**src/pcsm_pkg.sv**
```systemverilog
/*
  Constants for the per-port clock source multiplexer: register offsets,
  field positions, reset values, loopback codes and source encodings.
  Assumes a single 250 MHz bus clock and a 32-bit AHB-Lite register port.
*/
// Functional notes
// RULE_01 - Receive logic runs from receive line clock unless looped or overridden
// RULE_02 - Transmit logic defaults to the rate adapter, not the transmit clock pin
// RULE_03 - Line mode, loopback field, loop timing and bypass select held in registers
// RULE_04 - Loop timing sends receive line clock to all three clocks and outputs
// RULE_05 - No loopback: receive framer on line clock, line clock equals framer clock
// RULE_06 - Line or line plus diagnostic loopback: line clock output from receive clock
// RULE_07 - No line loopback: line clock from adapter at bypass 0, pin at 1
// RULE_08 - Payload loopback: framer and line clocks all follow receive line clock
// RULE_09 - Without payload loopback, transmit clock from adapter or pin per bypass
// RULE_10 - Without diagnostic or analog loopback, receive clock from line clock pin
// RULE_11 - Diagnostic loopback: receive clock from adapter or pin; analog plus bypass uses pin
// RULE_12 - Diagnostic alone: receive framer and line clock equal transmit framer clock
// RULE_13 - Line plus diagnostic: receive framer from transmit, line clock from receive pin
// RULE_14 - Transmit line data timed to the transmit line clock output's source
// RULE_15 - Line timing select: 0 output-pin timing, 1 input-pin timing
// RULE_16 - No loopback, line select 0: line or framer clock output valid references
// RULE_17 - Line select 1 without line loops: input pin valid only at bypass 1
// RULE_18 - Transmit framer data timed to the transmit framer clock output's source
// RULE_19 - Framer timing select: 0 output-pin timing, 1 input-pin timing
// RULE_20 - Framer select 1: receive pin in payload loop, else pin only at bypass 1
// RULE_21 - Software changes clock selects only while the port is idle or reset
package pcsm_pkg;
  // Register byte offsets
  localparam logic [7:0] PCSM_OFS_CTRL3 = 8'h00;
  localparam logic [7:0] PCSM_OFS_CTRL4 = 8'h04;
  localparam logic [7:0] PCSM_OFS_ADAPT = 8'h08;
  localparam logic [7:0] PCSM_OFS_STAT = 8'h0C;
  // port_control_three fields
  localparam int PCSM_B_LOOP_TIMING_SELECT = 0;
  localparam int PCSM_B_BYP = 1;
  localparam int PCSM_B_TX_LINE_TIMING_SELECT = 2;
  localparam int PCSM_B_TX_FRAMER_TIMING_SELECT = 3;
  // port_control_four fields
  localparam int PCSM_B_LBM = 0;
  localparam int PCSM_B_LMODE = 4;
  // Status fields
  localparam int PCSM_B_RXSEL = 0;
  localparam int PCSM_B_TXSEL = 4;
  localparam int PCSM_B_LNSEL = 8;
  localparam int PCSM_B_LNMASK = 12;
  localparam int PCSM_B_FRMASK = 20;
  localparam int PCSM_B_LVL = 28;
  // Reset values
  localparam logic [3:0] PCSM_RST_CTRL3 = 4'h0;
  localparam logic [2:0] PCSM_RST_LBM = 3'h0;
  localparam logic [1:0] PCSM_RST_LMODE = 2'h0;
  localparam logic [7:0] PCSM_RST_ADAPT = 8'h02;
  // Loopback field codes
  localparam logic [2:0] PCSM_LB_NONE = 3'h0;
  localparam logic [2:0] PCSM_LB_ANALOG = 3'h1;
  localparam logic [2:0] PCSM_LB_LINE = 3'h2;
  localparam logic [2:0] PCSM_LB_PAYLOAD = 3'h3;
  localparam logic [2:0] PCSM_LB_DIAG = 3'h4;
  localparam logic [2:0] PCSM_LB_LINEDIAG = 3'h6;
  // One-hot clock source codes
  localparam logic [2:0] PCSM_SRC_RX = 3'h1;
  localparam logic [2:0] PCSM_SRC_TX = 3'h2;
  localparam logic [2:0] PCSM_SRC_AD = 3'h4;
  // Valid-reference mask bits
  localparam int PCSM_V_TLCLK = 0;
  localparam int PCSM_V_TCLKO = 1;
  localparam int PCSM_V_RCLKO = 2;
  localparam int PCSM_V_RXPIN = 3;
  localparam int PCSM_V_TXPIN = 4;
  localparam logic [2:0] PCSM_WORD_SIZE = 3'h2;
endpackage

```
**src/pcsm_port_clock_mux.sv**
```systemverilog
/*
  Per-port clock source multiplexer with AHB-Lite control registers.
  Picks receive framer, transmit framer and transmit line clocks from the
  receive line clock pin, transmit clock pin or internal rate adapter,
  and reports which pins are valid timing references.
  Assumes pin clocks are far slower than hclk; they are sampled as levels.
*/
`timescale 1ns/1ps
`default_nettype none
module pcsm_port_clock_mux
  import pcsm_pkg::*;
(
  input wire logic hclk, // Bus clock, 250 MHz
  input wire logic hresetn, // Async reset, active low
  input wire logic hsel, // Slave select
  input wire logic [31:0] haddr, // Byte address
  input wire logic [1:0] htrans, // Transfer type
  input wire logic hwrite, // Write when high
  input wire logic [2:0] hsize, // Transfer size
  input wire logic [31:0] hwdata, // Write data
  input wire logic hready, // Bus ready
  output logic hreadyout, // Always ready
  output logic hresp, // Always OKAY
  output logic [31:0] hrdata, // Read data
  input wire logic rx_line_clock_input, // Receive line clock pin
  input wire logic tx_clock_input, // Transmit clock pin
  output logic rx_framer_clock_output, // Receive framer clock
  output logic tx_framer_clock_output, // Transmit framer clock
  output logic tx_line_clock_output, // Transmit line clock
  output logic tx_line_data_en, // Line data strobe
  output logic tx_framer_data_en, // Framer data strobe
  output logic tx_line_timing_select, // Line pin timing mode
  output logic tx_framer_timing_select, // Framer pin timing mode
  output logic [4:0] tx_line_ref_valid, // Valid line references
  output logic [4:0] tx_framer_ref_valid // Valid framer references
);
  import pcsm_pkg::*;

  logic [3:0] ctrl3_q;
  logic [2:0] loopback_mode_field_q;
  logic [1:0] line_mode_bits_q;
  logic [7:0] adapt_half_q;
  logic [7:0] adapt_cnt_q;
  logic clock_rate_adapter_q;
  logic [1:0] pin_meta_q;
  logic [1:0] pin_sync_q;
  logic loop_timing_select;
  logic adapter_bypass_select;
  logic [2:0] rx_sel_d;
  logic [2:0] tx_sel_d;
  logic [2:0] line_sel_d;
  logic [4:0] line_mask_d;
  logic [4:0] framer_mask_d;
  logic wr_pend_q;
  logic [7:0] wr_addr_q;
  logic addr_ok;
  logic [31:0] rd_word;

  // Pick the level of one of the three sources
  function automatic logic src_level(input logic [2:0] sel, input logic rx,
                                     input logic tx, input logic ad);
    logic lvl;
    lvl = 1'b0;
    case (sel)
      PCSM_SRC_RX: lvl = rx;
      PCSM_SRC_TX: lvl = tx;
      PCSM_SRC_AD: lvl = ad;
      default: lvl = 1'b0;
    endcase
    return lvl;
  endfunction

  // Loopbacks that hand the transmit line to the receive clock
  function automatic logic line_from_rx(input logic [2:0] lb);
    return (lb == PCSM_LB_LINE) || (lb == PCSM_LB_LINEDIAG) || (lb == PCSM_LB_PAYLOAD);
  endfunction

  assign loop_timing_select = ctrl3_q[PCSM_B_LOOP_TIMING_SELECT];
  assign adapter_bypass_select = ctrl3_q[PCSM_B_BYP];
  assign tx_line_timing_select = ctrl3_q[PCSM_B_TX_LINE_TIMING_SELECT]; // RULE_15
  assign tx_framer_timing_select = ctrl3_q[PCSM_B_TX_FRAMER_TIMING_SELECT]; // RULE_19

  // Two-stage synchronisers for both pin clocks
  always_ff @(posedge hclk or negedge hresetn) begin
    if (!hresetn) begin
      pin_meta_q <= 2'h0;
      pin_sync_q <= 2'h0;
    end else begin
      pin_meta_q <= {tx_clock_input, rx_line_clock_input};
      pin_sync_q <= pin_meta_q;
    end
  end

  // Rate adapter: divider toggling every adapt_half_q + 1 cycles
  always_ff @(posedge hclk or negedge hresetn) begin
    if (!hresetn) begin
      adapt_cnt_q <= 8'h00;
      clock_rate_adapter_q <= 1'b0;
    end else if (adapt_cnt_q >= adapt_half_q) begin
      adapt_cnt_q <= 8'h00;
      clock_rate_adapter_q <= ~clock_rate_adapter_q;
    end else begin
      adapt_cnt_q <= adapt_cnt_q + 8'h01;
    end
  end

  // Source selection; loop timing overrides every loopback
  always_comb begin
    if (loop_timing_select) begin
      rx_sel_d = PCSM_SRC_RX; // RULE_04
      tx_sel_d = PCSM_SRC_RX; // RULE_04
      line_sel_d = PCSM_SRC_RX; // RULE_04
    end else begin
      // Transmit framer: payload loop follows receive, else bypass picks
      if (loopback_mode_field_q == PCSM_LB_PAYLOAD) begin
        tx_sel_d = PCSM_SRC_RX; // RULE_08
      end else if (adapter_bypass_select) begin
        tx_sel_d = PCSM_SRC_TX; // RULE_09
      end else begin
        tx_sel_d = PCSM_SRC_AD; // RULE_02 RULE_09
      end
      // Receive framer: diagnostic and analog loops turn it to transmit
      if (loopback_mode_field_q[2]) begin
        rx_sel_d = adapter_bypass_select ? PCSM_SRC_TX : PCSM_SRC_AD; // RULE_11 RULE_12 RULE_13
      end else if (loopback_mode_field_q == PCSM_LB_ANALOG) begin
        rx_sel_d = adapter_bypass_select ? PCSM_SRC_TX : PCSM_SRC_AD; // RULE_11
      end else begin
        rx_sel_d = PCSM_SRC_RX; // RULE_01 RULE_05 RULE_10
      end
      // Transmit line: line and payload loops take the receive pin, else bypass picks
      if (line_from_rx(loopback_mode_field_q)) begin
        line_sel_d = PCSM_SRC_RX; // RULE_06 RULE_08 RULE_13
      end else begin
        line_sel_d = adapter_bypass_select ? PCSM_SRC_TX : PCSM_SRC_AD; // RULE_05 RULE_07 RULE_12
      end
    end
  end

  // Valid timing references for the transmit line pins
  always_comb begin
    line_mask_d = 5'h00;
    if (loop_timing_select) begin
      if (tx_line_timing_select) begin
        line_mask_d[PCSM_V_RXPIN] = 1'b1;
      end else begin
        line_mask_d[PCSM_V_TLCLK] = 1'b1;
        line_mask_d[PCSM_V_TCLKO] = 1'b1;
        line_mask_d[PCSM_V_RCLKO] = 1'b1;
      end
    end else if (tx_line_timing_select) begin
      if (line_from_rx(loopback_mode_field_q)) begin
        line_mask_d[PCSM_V_RXPIN] = 1'b1;
      end else begin
        line_mask_d[PCSM_V_TXPIN] = adapter_bypass_select; // RULE_17
      end
    end else begin
      line_mask_d[PCSM_V_TLCLK] = 1'b1;
      case (loopback_mode_field_q)
        PCSM_LB_DIAG: begin
          line_mask_d[PCSM_V_TCLKO] = 1'b1;
          line_mask_d[PCSM_V_RCLKO] = 1'b1;
        end
        PCSM_LB_LINE, PCSM_LB_PAYLOAD: begin
          line_mask_d[PCSM_V_RCLKO] = 1'b1;
        end
        PCSM_LB_LINEDIAG: begin
          line_mask_d[PCSM_V_TLCLK] = 1'b1;
        end
        default: begin
          line_mask_d[PCSM_V_TCLKO] = 1'b1; // RULE_16
        end
      endcase
    end
  end

  // Valid timing references for the transmit framer pins
  always_comb begin
    framer_mask_d = 5'h00;
    if (loop_timing_select) begin
      if (tx_framer_timing_select) begin
        framer_mask_d[PCSM_V_RXPIN] = 1'b1;
      end else begin
        framer_mask_d[PCSM_V_TLCLK] = 1'b1;
        framer_mask_d[PCSM_V_TCLKO] = 1'b1;
        framer_mask_d[PCSM_V_RCLKO] = 1'b1;
      end
    end else if (tx_framer_timing_select) begin
      if (loopback_mode_field_q == PCSM_LB_PAYLOAD) begin
        framer_mask_d[PCSM_V_RXPIN] = 1'b1; // RULE_20
      end else begin
        framer_mask_d[PCSM_V_TXPIN] = adapter_bypass_select; // RULE_20
      end
    end else begin
      framer_mask_d[PCSM_V_TCLKO] = 1'b1;
      case (loopback_mode_field_q)
        PCSM_LB_PAYLOAD, PCSM_LB_DIAG, PCSM_LB_ANALOG: begin
          framer_mask_d[PCSM_V_TLCLK] = 1'b1;
          framer_mask_d[PCSM_V_RCLKO] = 1'b1;
        end
        PCSM_LB_LINEDIAG: begin
          framer_mask_d[PCSM_V_RCLKO] = 1'b1;
        end
        PCSM_LB_NONE: begin
          framer_mask_d[PCSM_V_TLCLK] = 1'b1;
        end
        default: begin
          framer_mask_d[PCSM_V_TCLKO] = 1'b1;
        end
      endcase
    end
  end

  // Clock outputs and data strobes; strobes mark rising edges of the
  // chosen clock so data shares the clock output's source
  always_ff @(posedge hclk or negedge hresetn) begin
    if (!hresetn) begin
      rx_framer_clock_output <= 1'b0;
      tx_framer_clock_output <= 1'b0;
      tx_line_clock_output <= 1'b0;
      tx_line_data_en <= 1'b0;
      tx_framer_data_en <= 1'b0;
    end else begin
      rx_framer_clock_output <= src_level(rx_sel_d, pin_sync_q[0], pin_sync_q[1], clock_rate_adapter_q);
      tx_framer_clock_output <= src_level(tx_sel_d, pin_sync_q[0], pin_sync_q[1], clock_rate_adapter_q);
      tx_line_clock_output <= src_level(line_sel_d, pin_sync_q[0], pin_sync_q[1], clock_rate_adapter_q);
      tx_line_data_en <= src_level(line_sel_d, pin_sync_q[0], pin_sync_q[1], clock_rate_adapter_q)
                         & ~tx_line_clock_output; // RULE_14
      tx_framer_data_en <= src_level(tx_sel_d, pin_sync_q[0], pin_sync_q[1], clock_rate_adapter_q)
                           & ~tx_framer_clock_output; // RULE_18
    end
  end

  // Reference masks registered for clean pins
  always_ff @(posedge hclk or negedge hresetn) begin
    if (!hresetn) begin
      tx_line_ref_valid <= 5'h00;
      tx_framer_ref_valid <= 5'h00;
    end else begin
      tx_line_ref_valid <= line_mask_d; // RULE_15 RULE_16 RULE_17
      tx_framer_ref_valid <= framer_mask_d; // RULE_19 RULE_20
    end
  end

  // Bus slave: zero wait states, OKAY always
  assign hreadyout = 1'b1;
  assign hresp = 1'b0;
  assign addr_ok = hsel && hready && htrans[1] && (hsize == PCSM_WORD_SIZE);

  // Read mux of the address-phase offset
  always_comb begin
    rd_word = 32'h0000_0000;
    case (haddr[7:0])
      PCSM_OFS_CTRL3: rd_word[3:0] = ctrl3_q;
      PCSM_OFS_CTRL4: begin
        rd_word[PCSM_B_LBM +: 3] = loopback_mode_field_q;
        rd_word[PCSM_B_LMODE +: 2] = line_mode_bits_q;
      end
      PCSM_OFS_ADAPT: rd_word[7:0] = adapt_half_q;
      PCSM_OFS_STAT: begin
        rd_word[PCSM_B_RXSEL +: 3] = rx_sel_d;
        rd_word[PCSM_B_TXSEL +: 3] = tx_sel_d;
        rd_word[PCSM_B_LNSEL +: 3] = line_sel_d;
        rd_word[PCSM_B_LNMASK +: 5] = tx_line_ref_valid;
        rd_word[PCSM_B_FRMASK +: 5] = tx_framer_ref_valid;
        rd_word[PCSM_B_LVL +: 3] = {tx_line_clock_output, tx_framer_clock_output, rx_framer_clock_output};
      end
      default: rd_word = 32'h0000_0000;
    endcase
  end

  // Address phase capture; read data is loaded for the data phase
  always_ff @(posedge hclk or negedge hresetn) begin
    if (!hresetn) begin
      wr_pend_q <= 1'b0;
      wr_addr_q <= 8'h00;
      hrdata <= 32'h0000_0000;
    end else if (hready) begin
      wr_pend_q <= addr_ok && hwrite && (haddr[31:8] == 24'h00_0000);
      wr_addr_q <= haddr[7:0];
      hrdata <= (addr_ok && !hwrite && (haddr[31:8] == 24'h00_0000)) ? rd_word : 32'h0000_0000;
    end
  end

  // Configuration registers written in the data phase
  always_ff @(posedge hclk or negedge hresetn) begin
    if (!hresetn) begin
      ctrl3_q <= PCSM_RST_CTRL3;
      loopback_mode_field_q <= PCSM_RST_LBM;
      line_mode_bits_q <= PCSM_RST_LMODE;
      adapt_half_q <= PCSM_RST_ADAPT;
    end else if (wr_pend_q) begin
      case (wr_addr_q)
        PCSM_OFS_CTRL3: ctrl3_q <= hwdata[3:0]; // RULE_03
        PCSM_OFS_CTRL4: begin
          loopback_mode_field_q <= hwdata[PCSM_B_LBM +: 3]; // RULE_03
          line_mode_bits_q <= hwdata[PCSM_B_LMODE +: 2]; // RULE_03
        end
        PCSM_OFS_ADAPT: adapt_half_q <= hwdata[7:0];
        default: adapt_half_q <= adapt_half_q;
      endcase
    end
  end
endmodule
`default_nettype wire

```
**config.mk**
```make
export PLATFORM = sky130hd
export DESIGN_NAME = pcsm_port_clock_mux
export DESIGN_NICKNAME = d
export VERILOG_FILES = /design/src/pcsm_pkg.sv /design/src/pcsm_port_clock_mux.sv
export SDC_FILE = /design/constraint.sdc
export NUM_CORES = 1
export LEC_CHECK = 0
export ABC_AREA = 1
export BUFFER_PORTS_ARGS = -buffer_cell sky130_fd_sc_hd__buf_2
export CORE_AREA = 2 2 90 92
export DETAILED_ROUTE_END_ITERATION = 8
export DIE_AREA = 0 0 92 94
export GPL_TIMING_DRIVEN = 0
export PLACE_DENSITY = 0.79
export SLEW_MARGIN = 5
export SYNTH_ARGS = -nofsm -noshare
export SYNTH_HDL_FRONTEND = slang
export SYNTH_SLANG_ARGS = --single-unit
```
**constraint.sdc**
```tcl
create_clock -name hclk -period 2.45 [get_ports hclk]
set_clock_uncertainty 0.1 [all_clocks]
set_input_delay 0.3675 -clock hclk [delete_from_list [all_inputs] [get_ports hclk]]
set_output_delay 0.3675 -clock hclk [all_outputs]
set_load 0.05 [all_outputs]
```
==> results of run 1 <==
per-layer routing:
metal | part of all wire (%) | vias up
met2 | 47 | 128
met3 | 7.1 | 17
met1 | 44 | 1519
met5 | 0 | -
li1 | - | 1707
met4 | 2.0 | 0
through the flow:
| stage | power (mW) | util (%) | setup WS [ns] | cell area [um2] | hold slack, ns |
|---|---|---|---|---|---|
| after floorplan | 1.457 | - | 0.7362 | 3860 | -0.02809 |
| after global placement | 1.541 | 58.40 | 0.4573 | 4443 | 0.2363 |
| after detailed placement | 1.551 | 58.70 | 0.5150 | 4466 | 0.2365 |
| after CTS | 2.609 | 61.74 | 0.4979 | 4697 | 0.003379 |
| after global routing | 2.694 | 61.74 | 0.3128 | 4697 | 0.001612 |
| final | 2.592 | 61.74 | 0.4848 | 4697 | 0.01793 |
worst paths after layout:
path	endpoint	from	slack, ns
setup / recovery	clock_rate_adapter_q	adapt_half_q[1]	0.48
hold / removal	pin_meta_q[0]	rx_line_clock_input	0.02
setup reg to reg	clock_rate_adapter_q	adapt_half_q[1]	0.48
hold reg to reg	pin_sync_q[0]	pin_meta_q[0]	0.25
max in group asynchronous	adapt_half_q[1]	hresetn	1.20
min in group asynchronous	hrdata[22]	hresetn	0.41
state kept, by name, summed over array words and instances (netlist names):
signal	flops
clock_rate_adapter_q	1
pin_meta_q	2
pin_sync_q	2
tx_line_data_en	1
tx_line_ref_valid	5
rx_framer_clock_output	1
ctrl3_q	4
wr_addr_q	8
tx_framer_ref_valid	5
tx_line_clock_output	1
hrdata	24
tx_framer_clock_output	1
loopback_mode_field_q	3
tx_framer_data_en	1
wr_pend_q	1
adapt_cnt_q	8
line_mode_bits_q	2
adapt_half_q	8
kinds of logic after synthesis:
group                      Yosys count  synth area share (%)
adders and majority gates            9                 2.940
and+or+nand+nor                    262                 27.96
xor gates and xnor gates             3                0.6862
AOI/OAI and AO/OA                   48                 7.351
buffers and inverters               86                 9.866
other                                2                0.1961
DFF                                 78                 51.00
what timing repair did:
action	4_1_cts	5_1_grt
setup endpoints to repair	0	0
endpoints found under the hold margin	34	0
hold buffers	1	0
power by group:
part | internal [mW] | switching, mW | leakage (nW) | total, mW
Combinational | 0.0681 | 0.142 | 1.72 | 0.210
Clock | 0.620 | 0.447 | 0.115 | 1.07
Sequential | 1.31 | 0.00978 | 0.945 | 1.32
Total | 1.99 | 0.598 | 2.78 | 2.59
cells in the final DEF (no fill, tap or decap), types with 3 or more instances in the layout:
cell,count
nand2_1,153
buf_2,92
dfrtp_1,77
nor2_1,70
inv_1,62
nand3_1,24
o21ai_0,19
buf_4,13
clkbuf_8,11
conb_1,10
ha_1,9
o21ai_1,8
a21oi_1,6
o21ai_2,6
inv_2,5
clkbuf_1,4
nand4_1,3
nor3_1,3
nor2_2,3
cell type report:
type                       instances  area, um2
clock buffer                      11      151.4
tap                              102      127.6
fill                             699       2910
clock inverter                     4      70.07
inverter                          67      251.5
buffer                            19      126.4
multi-input combinational        332       1529
sequential                        78       1953
timing repair buffer              93      488.0
cells in the mapped netlist:
master / number / area, um2
o21ai_0: 19 / 95.09
a31oi_1: 1 / 6.260
o21ai_2: 6 / 52.55
nor2_1: 70 / 262.8
nor3_1: 3 / 15.01
buf_6: 1 / 11.26
a21oi_1: 6 / 30.03
nand2_4: 1 / 11.26
o21ai_1: 8 / 40.04
inv_1: 62 / 232.7
nand3_2: 1 / 10.01
inv_2: 5 / 18.77
xor2_1: 2 / 17.52
xnor2_1: 1 / 8.760
conb_1: 2 / 7.510
nand3b_2: 1 / 11.26
a211oi_1: 2 / 15.01
dfstp_2: 1 / 26.28
nand2_2: 1 / 6.260
clkbuf_1: 4 / 15.01
dfrtp_1: 77 / 1927
o21bai_1: 2 / 15.01
o22ai_1: 2 / 12.51
nand3_1: 24 / 120.1
o211ai_1: 1 / 7.510
nand2_1: 153 / 574.3
nor2_2: 3 / 18.77
nand4_1: 3 / 18.77
o21a_1: 1 / 7.510
buf_2: 2 / 10.01
buf_4: 12 / 90.09
ha_1: 9 / 112.6
nor2_4: 2 / 22.52
==> flow_summary_export.csv, run 1 <==
group,metric,value,unit
power,power_leakage,2.783,nW
worst_hold_path,holdPathStages,1,
clocking,cts_buffers,9,
critical_path,path_buf_inv,2,
critical_path,critPathKind,"reg2reg",
floorplanning,die_x,92,um
synth,syn_area_per_cell,7.848,um2
clocking,cts_setup_buffers,0,
power,p_per_area,551.9,nW/um2
sta,maxSlewViolCount,0,
layout,diodes,0,
critical_path,worst_path_largest_cell_delay,0.53,ns
detailed_routing,drc,0,
clocking,clk_path_buf_depth,2,
synth,synth_area,3830,um2
critical_path,worstSetupStartpointType,"flop",
detailed_routing,vias,3371,
clocking,path_clk_slew,0.07,ns
global_routing,overflow,0,
detailed_routing,drt-total-wl,8343,um
detailed_routing,via_per_inst,4.775,
sta,rsz0062_at_grt,"no",
critical_path,cp.depth,10,
run,max_cap_violations,0,
floorplanning,initial_core_util,50.35,%
global_routing,use_met3,4.414,%
sta,min_period,1.965,ns
clocking,ctsHtreeMaxLevel,3,
critical_path,reg2regPathDepth,10,
worst_hold_path,hold_path_class,"in2reg",
clocking,cts_root_buf,"clkbuf_8",
global_routing,groute.layer.met2.usage,34.87,%
layout,fin_nets,685,
floorplanning,io_pins,127,
detailed_routing,detail-route-antenna-nets,0,
floorplanning,die-area,8648,um2
global_routing,busiest_layer,"met2",
global_routing,grt_pass1_wl,14420,um
floorplanning,die_h,94,um
synth,synth_seq_cells,78,
layout,synthToLayoutAreaGrowth,22.64,%
synth,synth.distinct_cells,33,
floorplanning,num_rows,32,
detailed_routing,drtIter0Drc,157,
clocking,tritoncts,"yes",
critical_path,crit_required,2.60,ns
critical_path,crit_chain,"inv_1, ha_1, inv_1, nor2_1, o21ai_0, nand2_1, nand2_1, nand3_1, nand2_1, nand2_1",
sta,fin_crit_sh,80.21,%
clocking,clock-sinks,78,
global_routing,grt_pass1_vias,3269,
global_routing,grt_max_degree,45,
placement,port_buffers,91,
critical_path,slowest_stage,"dfstp_2",
critical_path,worst_setup_path_end_kind,"flop",
global_routing,met1_usage,27.40,%
outcome,outcome,"complete, no violations",
synth,syn_inst,488,
sta,timing.fmax,508.8,MHz
critical_path,cp_max_fo,9,
detailed_routing,dr.pass1.iters,4,
critical_path,critical-path-top-delay-family,"simple AND/OR/NAND/NOR gates",
clocking,clkLatencyLatePin,0.35,ns
sta,tns,0,ns
sta,hold_viol_final,0,
layout,fin_cells,706,
critical_path,cpMostUsedCell,"nand2_1",
synth,synth_warnings,0,
critical_path,critPathArrivalTime,2.11,ns
sta,setup_viol,0,
synth,ys_seq_area_share,51.00,%
clocking,cts_resized,0,
placement,placed_cells,690,
global_routing,antenna_found_initial,0,
layout,drive_above_1_share,23.68,%
placement,gp_congestion,0.8795,
floorplanning,core-area,7607,um2
global_routing,grt.total_usage,21.32,%
placement,dp_hpwl,6499,um
detailed_routing,wl_per_cell,11.82,um
power,vdd_drop_max,234.7,uV
Power figures use the tool's default switching activity.
==> run 2, diff against run 1 <==
==> constraint.sdc (replaced) <==
create_clock -name hclk -period 1.9 [get_ports hclk]
set_clock_uncertainty 0.1 [all_clocks]
set_input_delay 0.285 -clock hclk [delete_from_list [all_inputs] [get_ports hclk]]
set_output_delay 0.285 -clock hclk [all_outputs]
set_load 0.05 [all_outputs]
==> run 2 against run 1 <==
Flip-flop and latch count unchanged. Cell count increased by 0.42%. Worst hold slack improved by 0.040 ns. Setup slack got worse by 0.36 ns. Clock power increased by 29%. Highest routed layer unchanged. Sequential power increased by 29%. Core utilization increased by 0.76 points. Critical path depth unchanged. Sequential share of layout area decreased by 0.50 points. Combinational power increased by 30%. Non-clock buffer count increased by 2.
==> flow_summary_export.csv, run 2 (synthesis results as in run 1) <==
group,metric,value,unit
layout,drive_above_1_share,24.22,%
sta,fin_crit_sh,93.30,%
critical_path,cpMostUsedCell,"nand2_1",
detailed_routing,drc,0,
floorplanning,die-area,8648,um2
detailed_routing,drtIter0Drc,130,
layout,fin_util,62.50,%
critical_path,crit_chain,"inv_1, ha_4, inv_1, nor2_1, o21ai_0, nand2_1, nand2_2, nand3_4, nand2_1, nand2_1",
global_routing,grt_pass1_vias,3292,
layout,seqCellArea,1953,um2
critical_path,worst_path_largest_cell_delay,0.53,ns
placement,placed_cells,690,
critical_path,r2r_end,"clock_rate_adapter_q",
outcome,outcome,"complete, no violations",
critical_path,cp-endpoint,"clock_rate_adapter_q",
critical_path,cp_max_fo,5,
layout,fin_nets,688,
power,power_leakage,2.812,nW
critical_path,critPathKind,"reg2reg",
clocking,clkLatencyLatePin,0.35,ns
critical_path,reg2regPathDepth,10,
detailed_routing,drt-total-wl,8597,um
sta,tns,0,ns
global_routing,grt.total_usage,21.53,%
layout,diodes,0,
placement,port_buffers,91,
clocking,clk_path_buf_depth,2,
clocking,cts_buffers,9,
floorplanning,core-area,7607,um2
critical_path,ff2ff_setup_slack,0.13,ns
critical_path,worstSetupStartpointType,"flop",
floorplanning,initial_core_util,50.35,%
critical_path,r2r_start,"adapt_half_q[1]",
global_routing,grt_pass1_wl,14530,um
global_routing,overflow,0,
layout,fillCellCount,692,
critical_path,critPathArrivalTime,1.92,ns
run,max_cap_violations,0,
critical_path,cp-startpoint,"adapt_half_q[1]",
sta,maxSlewViolCount,0,
clocking,cts_root_buf,"clkbuf_8",
clocking,path_clk_slew,0.08,ns
critical_path,crit_required,2.05,ns
layout,fin_cells,709,
layout,layout_commonest_cell,"nand2_1",
layout,largest_register_ffs,24,
detailed_routing,dr.pass1.iters,4,
sta,setup_viol,0,
critical_path,slowest_stage,"dfstp_2",
sta,timing.fmax,564.1,MHz
global_routing,grt_max_degree,45,
power,p_total,3.347,mW
floorplanning,die_h,94,um
detailed_routing,vias,3390,
layout,top_register,"hrdata",
sta,hold_viol_final,0,
power,p_per_area,704.0,nW/um2
placement,gp_congestion,0.8795,
detailed_routing,wl_per_cell,12.13,um
sta,min_period,1.773,ns
layout,multi_input_area,1567,um2
floorplanning,io_pins,127,
power,vdd_drop_max,302.7,uV
worst_hold_path,hold_path_class,"in2reg",
floorplanning,num_rows,32,
clocking,clock-sinks,78,
global_routing,antenna_found_initial,0,
placement,place_ws,-0.03502,ns
detailed_routing,via_per_inst,4.781,
layout,synthToLayoutAreaGrowth,24.14,%
detailed_routing,detail-route-antenna-nets,0,
clocking,tritoncts,"yes",
clocking,ctsHtreeMaxLevel,3,
layout,mostFrequentLayoutCells,"nand2_1 (152), buf_2 (92), dfrtp_1 (77)",
floorplanning,die_x,92,um
clocking,cts_setup_buffers,0,
critical_path,worst_setup_path_end_kind,"flop",
placement,dp_hpwl,6499,um
sta,setup_ws,0.1274,ns
==> run 2: final cells by class <==
class / count / area share (%)
clock buffer: 11 / 3.184
tap: 102 / 2.684
buffer: 19 / 2.658
multi-input combinational: 333 / 32.95
timing repair buffer: 95 / 10.68
clock inverter: 4 / 1.474
sequential: 78 / 41.08
inverter: 67 / 5.289
==> run 2: timing repair <==
| action | CTS | global route |
|---|---|---|
| gates cloned | 0 | 1 |
| hold buffers | 3 | 0 |
| gates resized for setup | 1 | 3 |
| hold endpoints to repair | 36 | 0 |
| endpoints found under the setup margin | 4 | 9 |
==> run 2: worst max-delay path, delay by kind of cell (launching register included) <==
| family | cells | cell delay (ns) |
|---|---|---|
| compound gates | 1 | 0.15 |
| fa+ha+maj | 1 | 0.25 |
| buf+inv | 2 | 0.13 |
| flops | 1 | 0.53 |
| simple gates | 6 | 0.51 |
==> run 2: worst min path at each step <==
stage / from / end / slack [ns] / cells past startpoint
final: hwdata[6] / adapt_half_q[6] / 0.06 / 3
after global routing: hwdata[6] / adapt_half_q[6] / 0.08 / 3
after CTS: hwdata[7] / adapt_half_q[7] / 0.05 / 3
after detailed placement: hresetn / hrdata[21] / 0.16 / 1
after global placement: pin_meta_q[0] / pin_sync_q[0] / 0.24 / 0
after floorplan: hresetn / adapt_cnt_q[0] / -0.11 / 0
==> run 2: report_power, final <==
| part | leakage [nW] | switching (mW) | total [mW] | internal (mW) |
|---|---|---|---|---|
| Combinational | 1.75 | 0.184 | 0.274 | 0.0905 |
| Sequential | 0.945 | 0.0126 | 1.70 | 1.68 |
| Clock | 0.115 | 0.577 | 1.38 | 0.799 |
==> run 2: per-layer routing <==
metal  track usage (%)  share of wire (%)
met5                 0                  0
met4             9.826                1.9
met3             4.414                6.7
met2             35.66                 47
met1             27.35                 44
==> run 2: through the flow <==
| step | cell area (um2) | hold WS, ns |
|---|---|---|
| floorplan | 3860 | -0.1106 |
| global placement | 4443 | 0.2363 |
| detailed placement | 4466 | 0.1649 |
| CTS | 4722 | 0.04520 |
| global route | 4755 | 0.07696 |
| finish | 4755 | 0.05749 |
==> run 3, diff against run 2 <==
--- a/config.mk
+++ b/config.mk
@@ -5,11 +5,11 @@
 export SDC_FILE = /design/constraint.sdc
 export NUM_CORES = 1
 export LEC_CHECK = 0
-export ABC_AREA = 1
+export ABC_AREA = 0
 export BUFFER_PORTS_ARGS = -buffer_cell sky130_fd_sc_hd__buf_2
-export CORE_AREA = 2 2 90 92
+export CORE_AREA = 2 2 88 90
 export DETAILED_ROUTE_END_ITERATION = 8
-export DIE_AREA = 0 0 92 94
+export DIE_AREA = 0 0 90 92
 export GPL_TIMING_DRIVEN = 0
 export PLACE_DENSITY = 0.79
 export SLEW_MARGIN = 5
==> run 3 against run 2 <==
The flow now finishes with violations (negative setup slack). Critical path depth down 4. Cell area fell by 2.1%. Core utilization about the same. Routed wire length down 2.0%. First-iteration DRC count decreased by 0.77%. Combinational power grew to 4.3 times the previous value. Setup slack got worse by 0.28 ns. Sequential share of layout area up 0.90 points. Synthesized cell count decreased by 34%. Worst hold slack improved by 0.014 ns. Largest power group unchanged.
==> flow_summary_export.csv, run 3 <==
group,metric,value,unit
outcome,outcome,"finished with violations",
outcome,violations,"negative setup slack",
placement,gp_congestion,0.7986,
synth,yosysMostFrequentCell,"dfrtp_1",
placement,dp_hpwl,5976,um
synth,synth.distinct_cells,49,
sta,min_period,2.054,ns
sta,fin_crit_sh,108.1,%
floorplanning,num_rows,32,
layout,fin_util,62.52,%
global_routing,antenna_found_initial,0,
clocking,tritoncts,"yes",
floorplanning,io_pins,127,
synth,synth_common_cells,"dfrtp_1 (77), inv_1 (52), mux2_2 (25)",
critical_path,r2r_end,"loopback_mode_field_q[1]",
detailed_routing,detail-route-antenna-nets,0,
sta,hold_ws,0.07112,ns
sta,setup_viol,17,
global_routing,grt_max_degree,50,
worst_hold_path,hold_path_class,"in2reg",
critical_path,cp_max_fo,4,
synth,yosys_most_used_dff,"dfrtp_1",
clocking,clk_path_buf_depth,2,
power,p_per_area,991.0,nW/um2
synth,syn_inst,320,
synth,synth_area_leaders,"dfrtp_1 (53%), mux2_2 (7.8%), inv_1 (5.4%)",
global_routing,overflow,0,
sta,maxSlewViolCount,0,
power,power_leakage,2.283,nW
critical_path,crit_chain,"or4b_4, nor4_4, buf_4, nand3b_1, buf_4, mux2_2",
detailed_routing,drt-total-wl,8423,um
clocking,path_clk_slew,0.09,ns
detailed_routing,vias,2832,
layout,fin_nets,523,
synth,netlist.area_leader.share,53.42,%
floorplanning,core-area,7447,um2
critical_path,cp-endpoint,"loopback_mode_field_q[1]",
synth,synth_seq_cells,78,
critical_path,crit_required,2.04,ns
sta,rsz0062_at_grt,"yes",
sta,timing.fmax,486.8,MHz
layout,diodes,0,
layout,synthToLayoutAreaGrowth,29.07,%
critical_path,cpMostUsedCell,"buf_4",
critical_path,worst_path_largest_cell_delay,0.55,ns
critical_path,slowest_stage,"or4b_4",
clocking,clock-sinks,78,
synth,ys_async_sr_fraction,100.0,%
floorplanning,die-area,8280,um2
global_routing,grt_pass1_vias,2843,
synth,synth_area,3607,um2
layout,mostFrequentLayoutCells,"buf_2 (91), dfrtp_1 (76), inv_1 (52)",
critical_path,critPathKind,"reg2reg",
layout,drive_above_1_share,39.73,%
floorplanning,die_x,90,um
detailed_routing,wl_per_cell,15.46,um
floorplanning,initial_core_util,48.44,%
layout,layout_commonest_cell,"buf_2",
run,max_cap_violations,0,
synth,syn_area_per_cell,11.27,um2
power,vdd_drop_max,395.0,uV
sta,hold_viol_final,0,
critical_path,critPathArrivalTime,2.19,ns
placement,port_buffers,90,
layout,top_register,"hrdata",
power,p_total,4.614,mW
clocking,ctsHtreeMaxLevel,3,
global_routing,grt_pass1_wl,13790,um
clocking,cts_root_buf,"clkbuf_8",
synth,synth_edf_count,0,
critical_path,cp-startpoint,"wr_addr_q[6]",
sta,setup_ws,-0.1541,ns
critical_path,r2r_start,"wr_addr_q[6]",
floorplanning,die_h,92,um
critical_path,worstSetupStartpointType,"flop",
sta,slew_headroom,62.63,%
critical_path,ff2ff_setup_slack,-0.15,ns
detailed_routing,via_per_inst,5.196,
layout,largest_register_ffs,24,
synth,ys_seq_area_share,54.14,%
clocking,cts_buffers,9,
critical_path,reg2regPathDepth,6,
synth,synth_warnings,0,
sta,worst_pin_slew,0.5605,ns
detailed_routing,dr.pass1.iters,4,
detailed_routing,drtIter0Drc,129,
detailed_routing,drc,0,
critical_path,worst_setup_path_end_kind,"flop",
synth,yosysTopAreaCell,"dfrtp_1",
clocking,clkLatencyLatePin,0.35,ns
global_routing,grt.total_usage,20.99,%
run 3: worst min-delay path by stage:
stage	to	startpoint	cells after the start	slack [ns]
2_1_floorplan	adapt_cnt_q[0]	hresetn	0	-0.11
3_3_place_gp	pin_sync_q[1]	pin_meta_q[1]	0	0.24
3_5_place_dp	hrdata[15]	hresetn	1	0.14
4_1_cts	adapt_half_q[6]	hwdata[6]	2	0.06
5_1_grt	adapt_half_q[6]	hwdata[6]	2	0.06
6_report	adapt_half_q[6]	hwdata[6]	2	0.07
run 3: layout make-up:
type	count	area, um2
Sequential cell	78	1954
Timing Repair Buffer	102	574.3
Fill cell	608	2791
Inverter	52	195.2
Clock buffer	9	123.9
Clock inverter	7	105.1
Multi-Input combinational cell	177	1468
Tap cell	102	127.6
Buffer	18	107.6
run 3: cell families (layout without fill, tap and decap cells):
family | Yosys count | count (layout) | share of synthesized area, %
other | 2 | 10 | 0.2082
DFF | 78 | 78 | 54.15
AOI/OAI and AO/OA | 65 | 65 | 12.52
adders and majority gates | 9 | 9 | 3.122
and+or+nand+nor | 58 | 58 | 10.93
muxes | 28 | 28 | 8.672
xor gates and xnor gates | 7 | 7 | 1.700
buffers and inverters | 73 | 188 | 8.706
run 3: repair_timing:
action	4_1_cts	5_1_grt
setup buffers	6	2
gates cloned	0	0
pin swaps	3	3
endpoints found under the hold margin	31	0
gates resized for setup	11	11
setup endpoints to repair	27	23
hold buffers	3	0
run 3: worst max-delay path, delay by kind of cell, from the launching register on:
kind | cells | cell delay [ns]
buf+inv | 2 | 0.35
flops | 1 | 0.38
mux | 1 | 0.26
simple gates | 3 | 0.84
run 3: power by group:
part	internal, mW	leakage (nW)	switching [mW]
Sequential	1.83	0.994	0.176
Clock	0.760	0.112	0.663
Combinational	0.472	1.18	0.711
run 3: per-stage QoR:
| step | instances | setup TNS [ns] | cell area [um2] | worst slack (ns) |
|---|---|---|---|---|
| 2_1_floorplan | 328 | -0.1653 | 3641 | -0.04517 |
| 6_report | 545 | -1.800 | 4656 | -0.1541 |
| 5_1_grt | 545 | -3.539 | 4656 | -0.2684 |
| 3_3_place_gp | 520 | -6.794 | 4219 | -0.1961 |
| 4_1_cts | 544 | -3.116 | 4591 | -0.2276 |
| 3_5_place_dp | 521 | -4.058 | 4249 | -0.2404 |
run 3: per-layer routing:
| metal | vias up | GRT usage, % | routed length [um] |
|---|---|---|---|
| met4 | 0 | 7.692 | 104 |
| li1 | 1349 | - | - |
| met5 | - | 0 | 0 |
| met3 | 8 | 6.245 | 517 |
| met2 | 102 | 35.28 | 4373 |
| met1 | 1373 | 25.76 | 3429 |
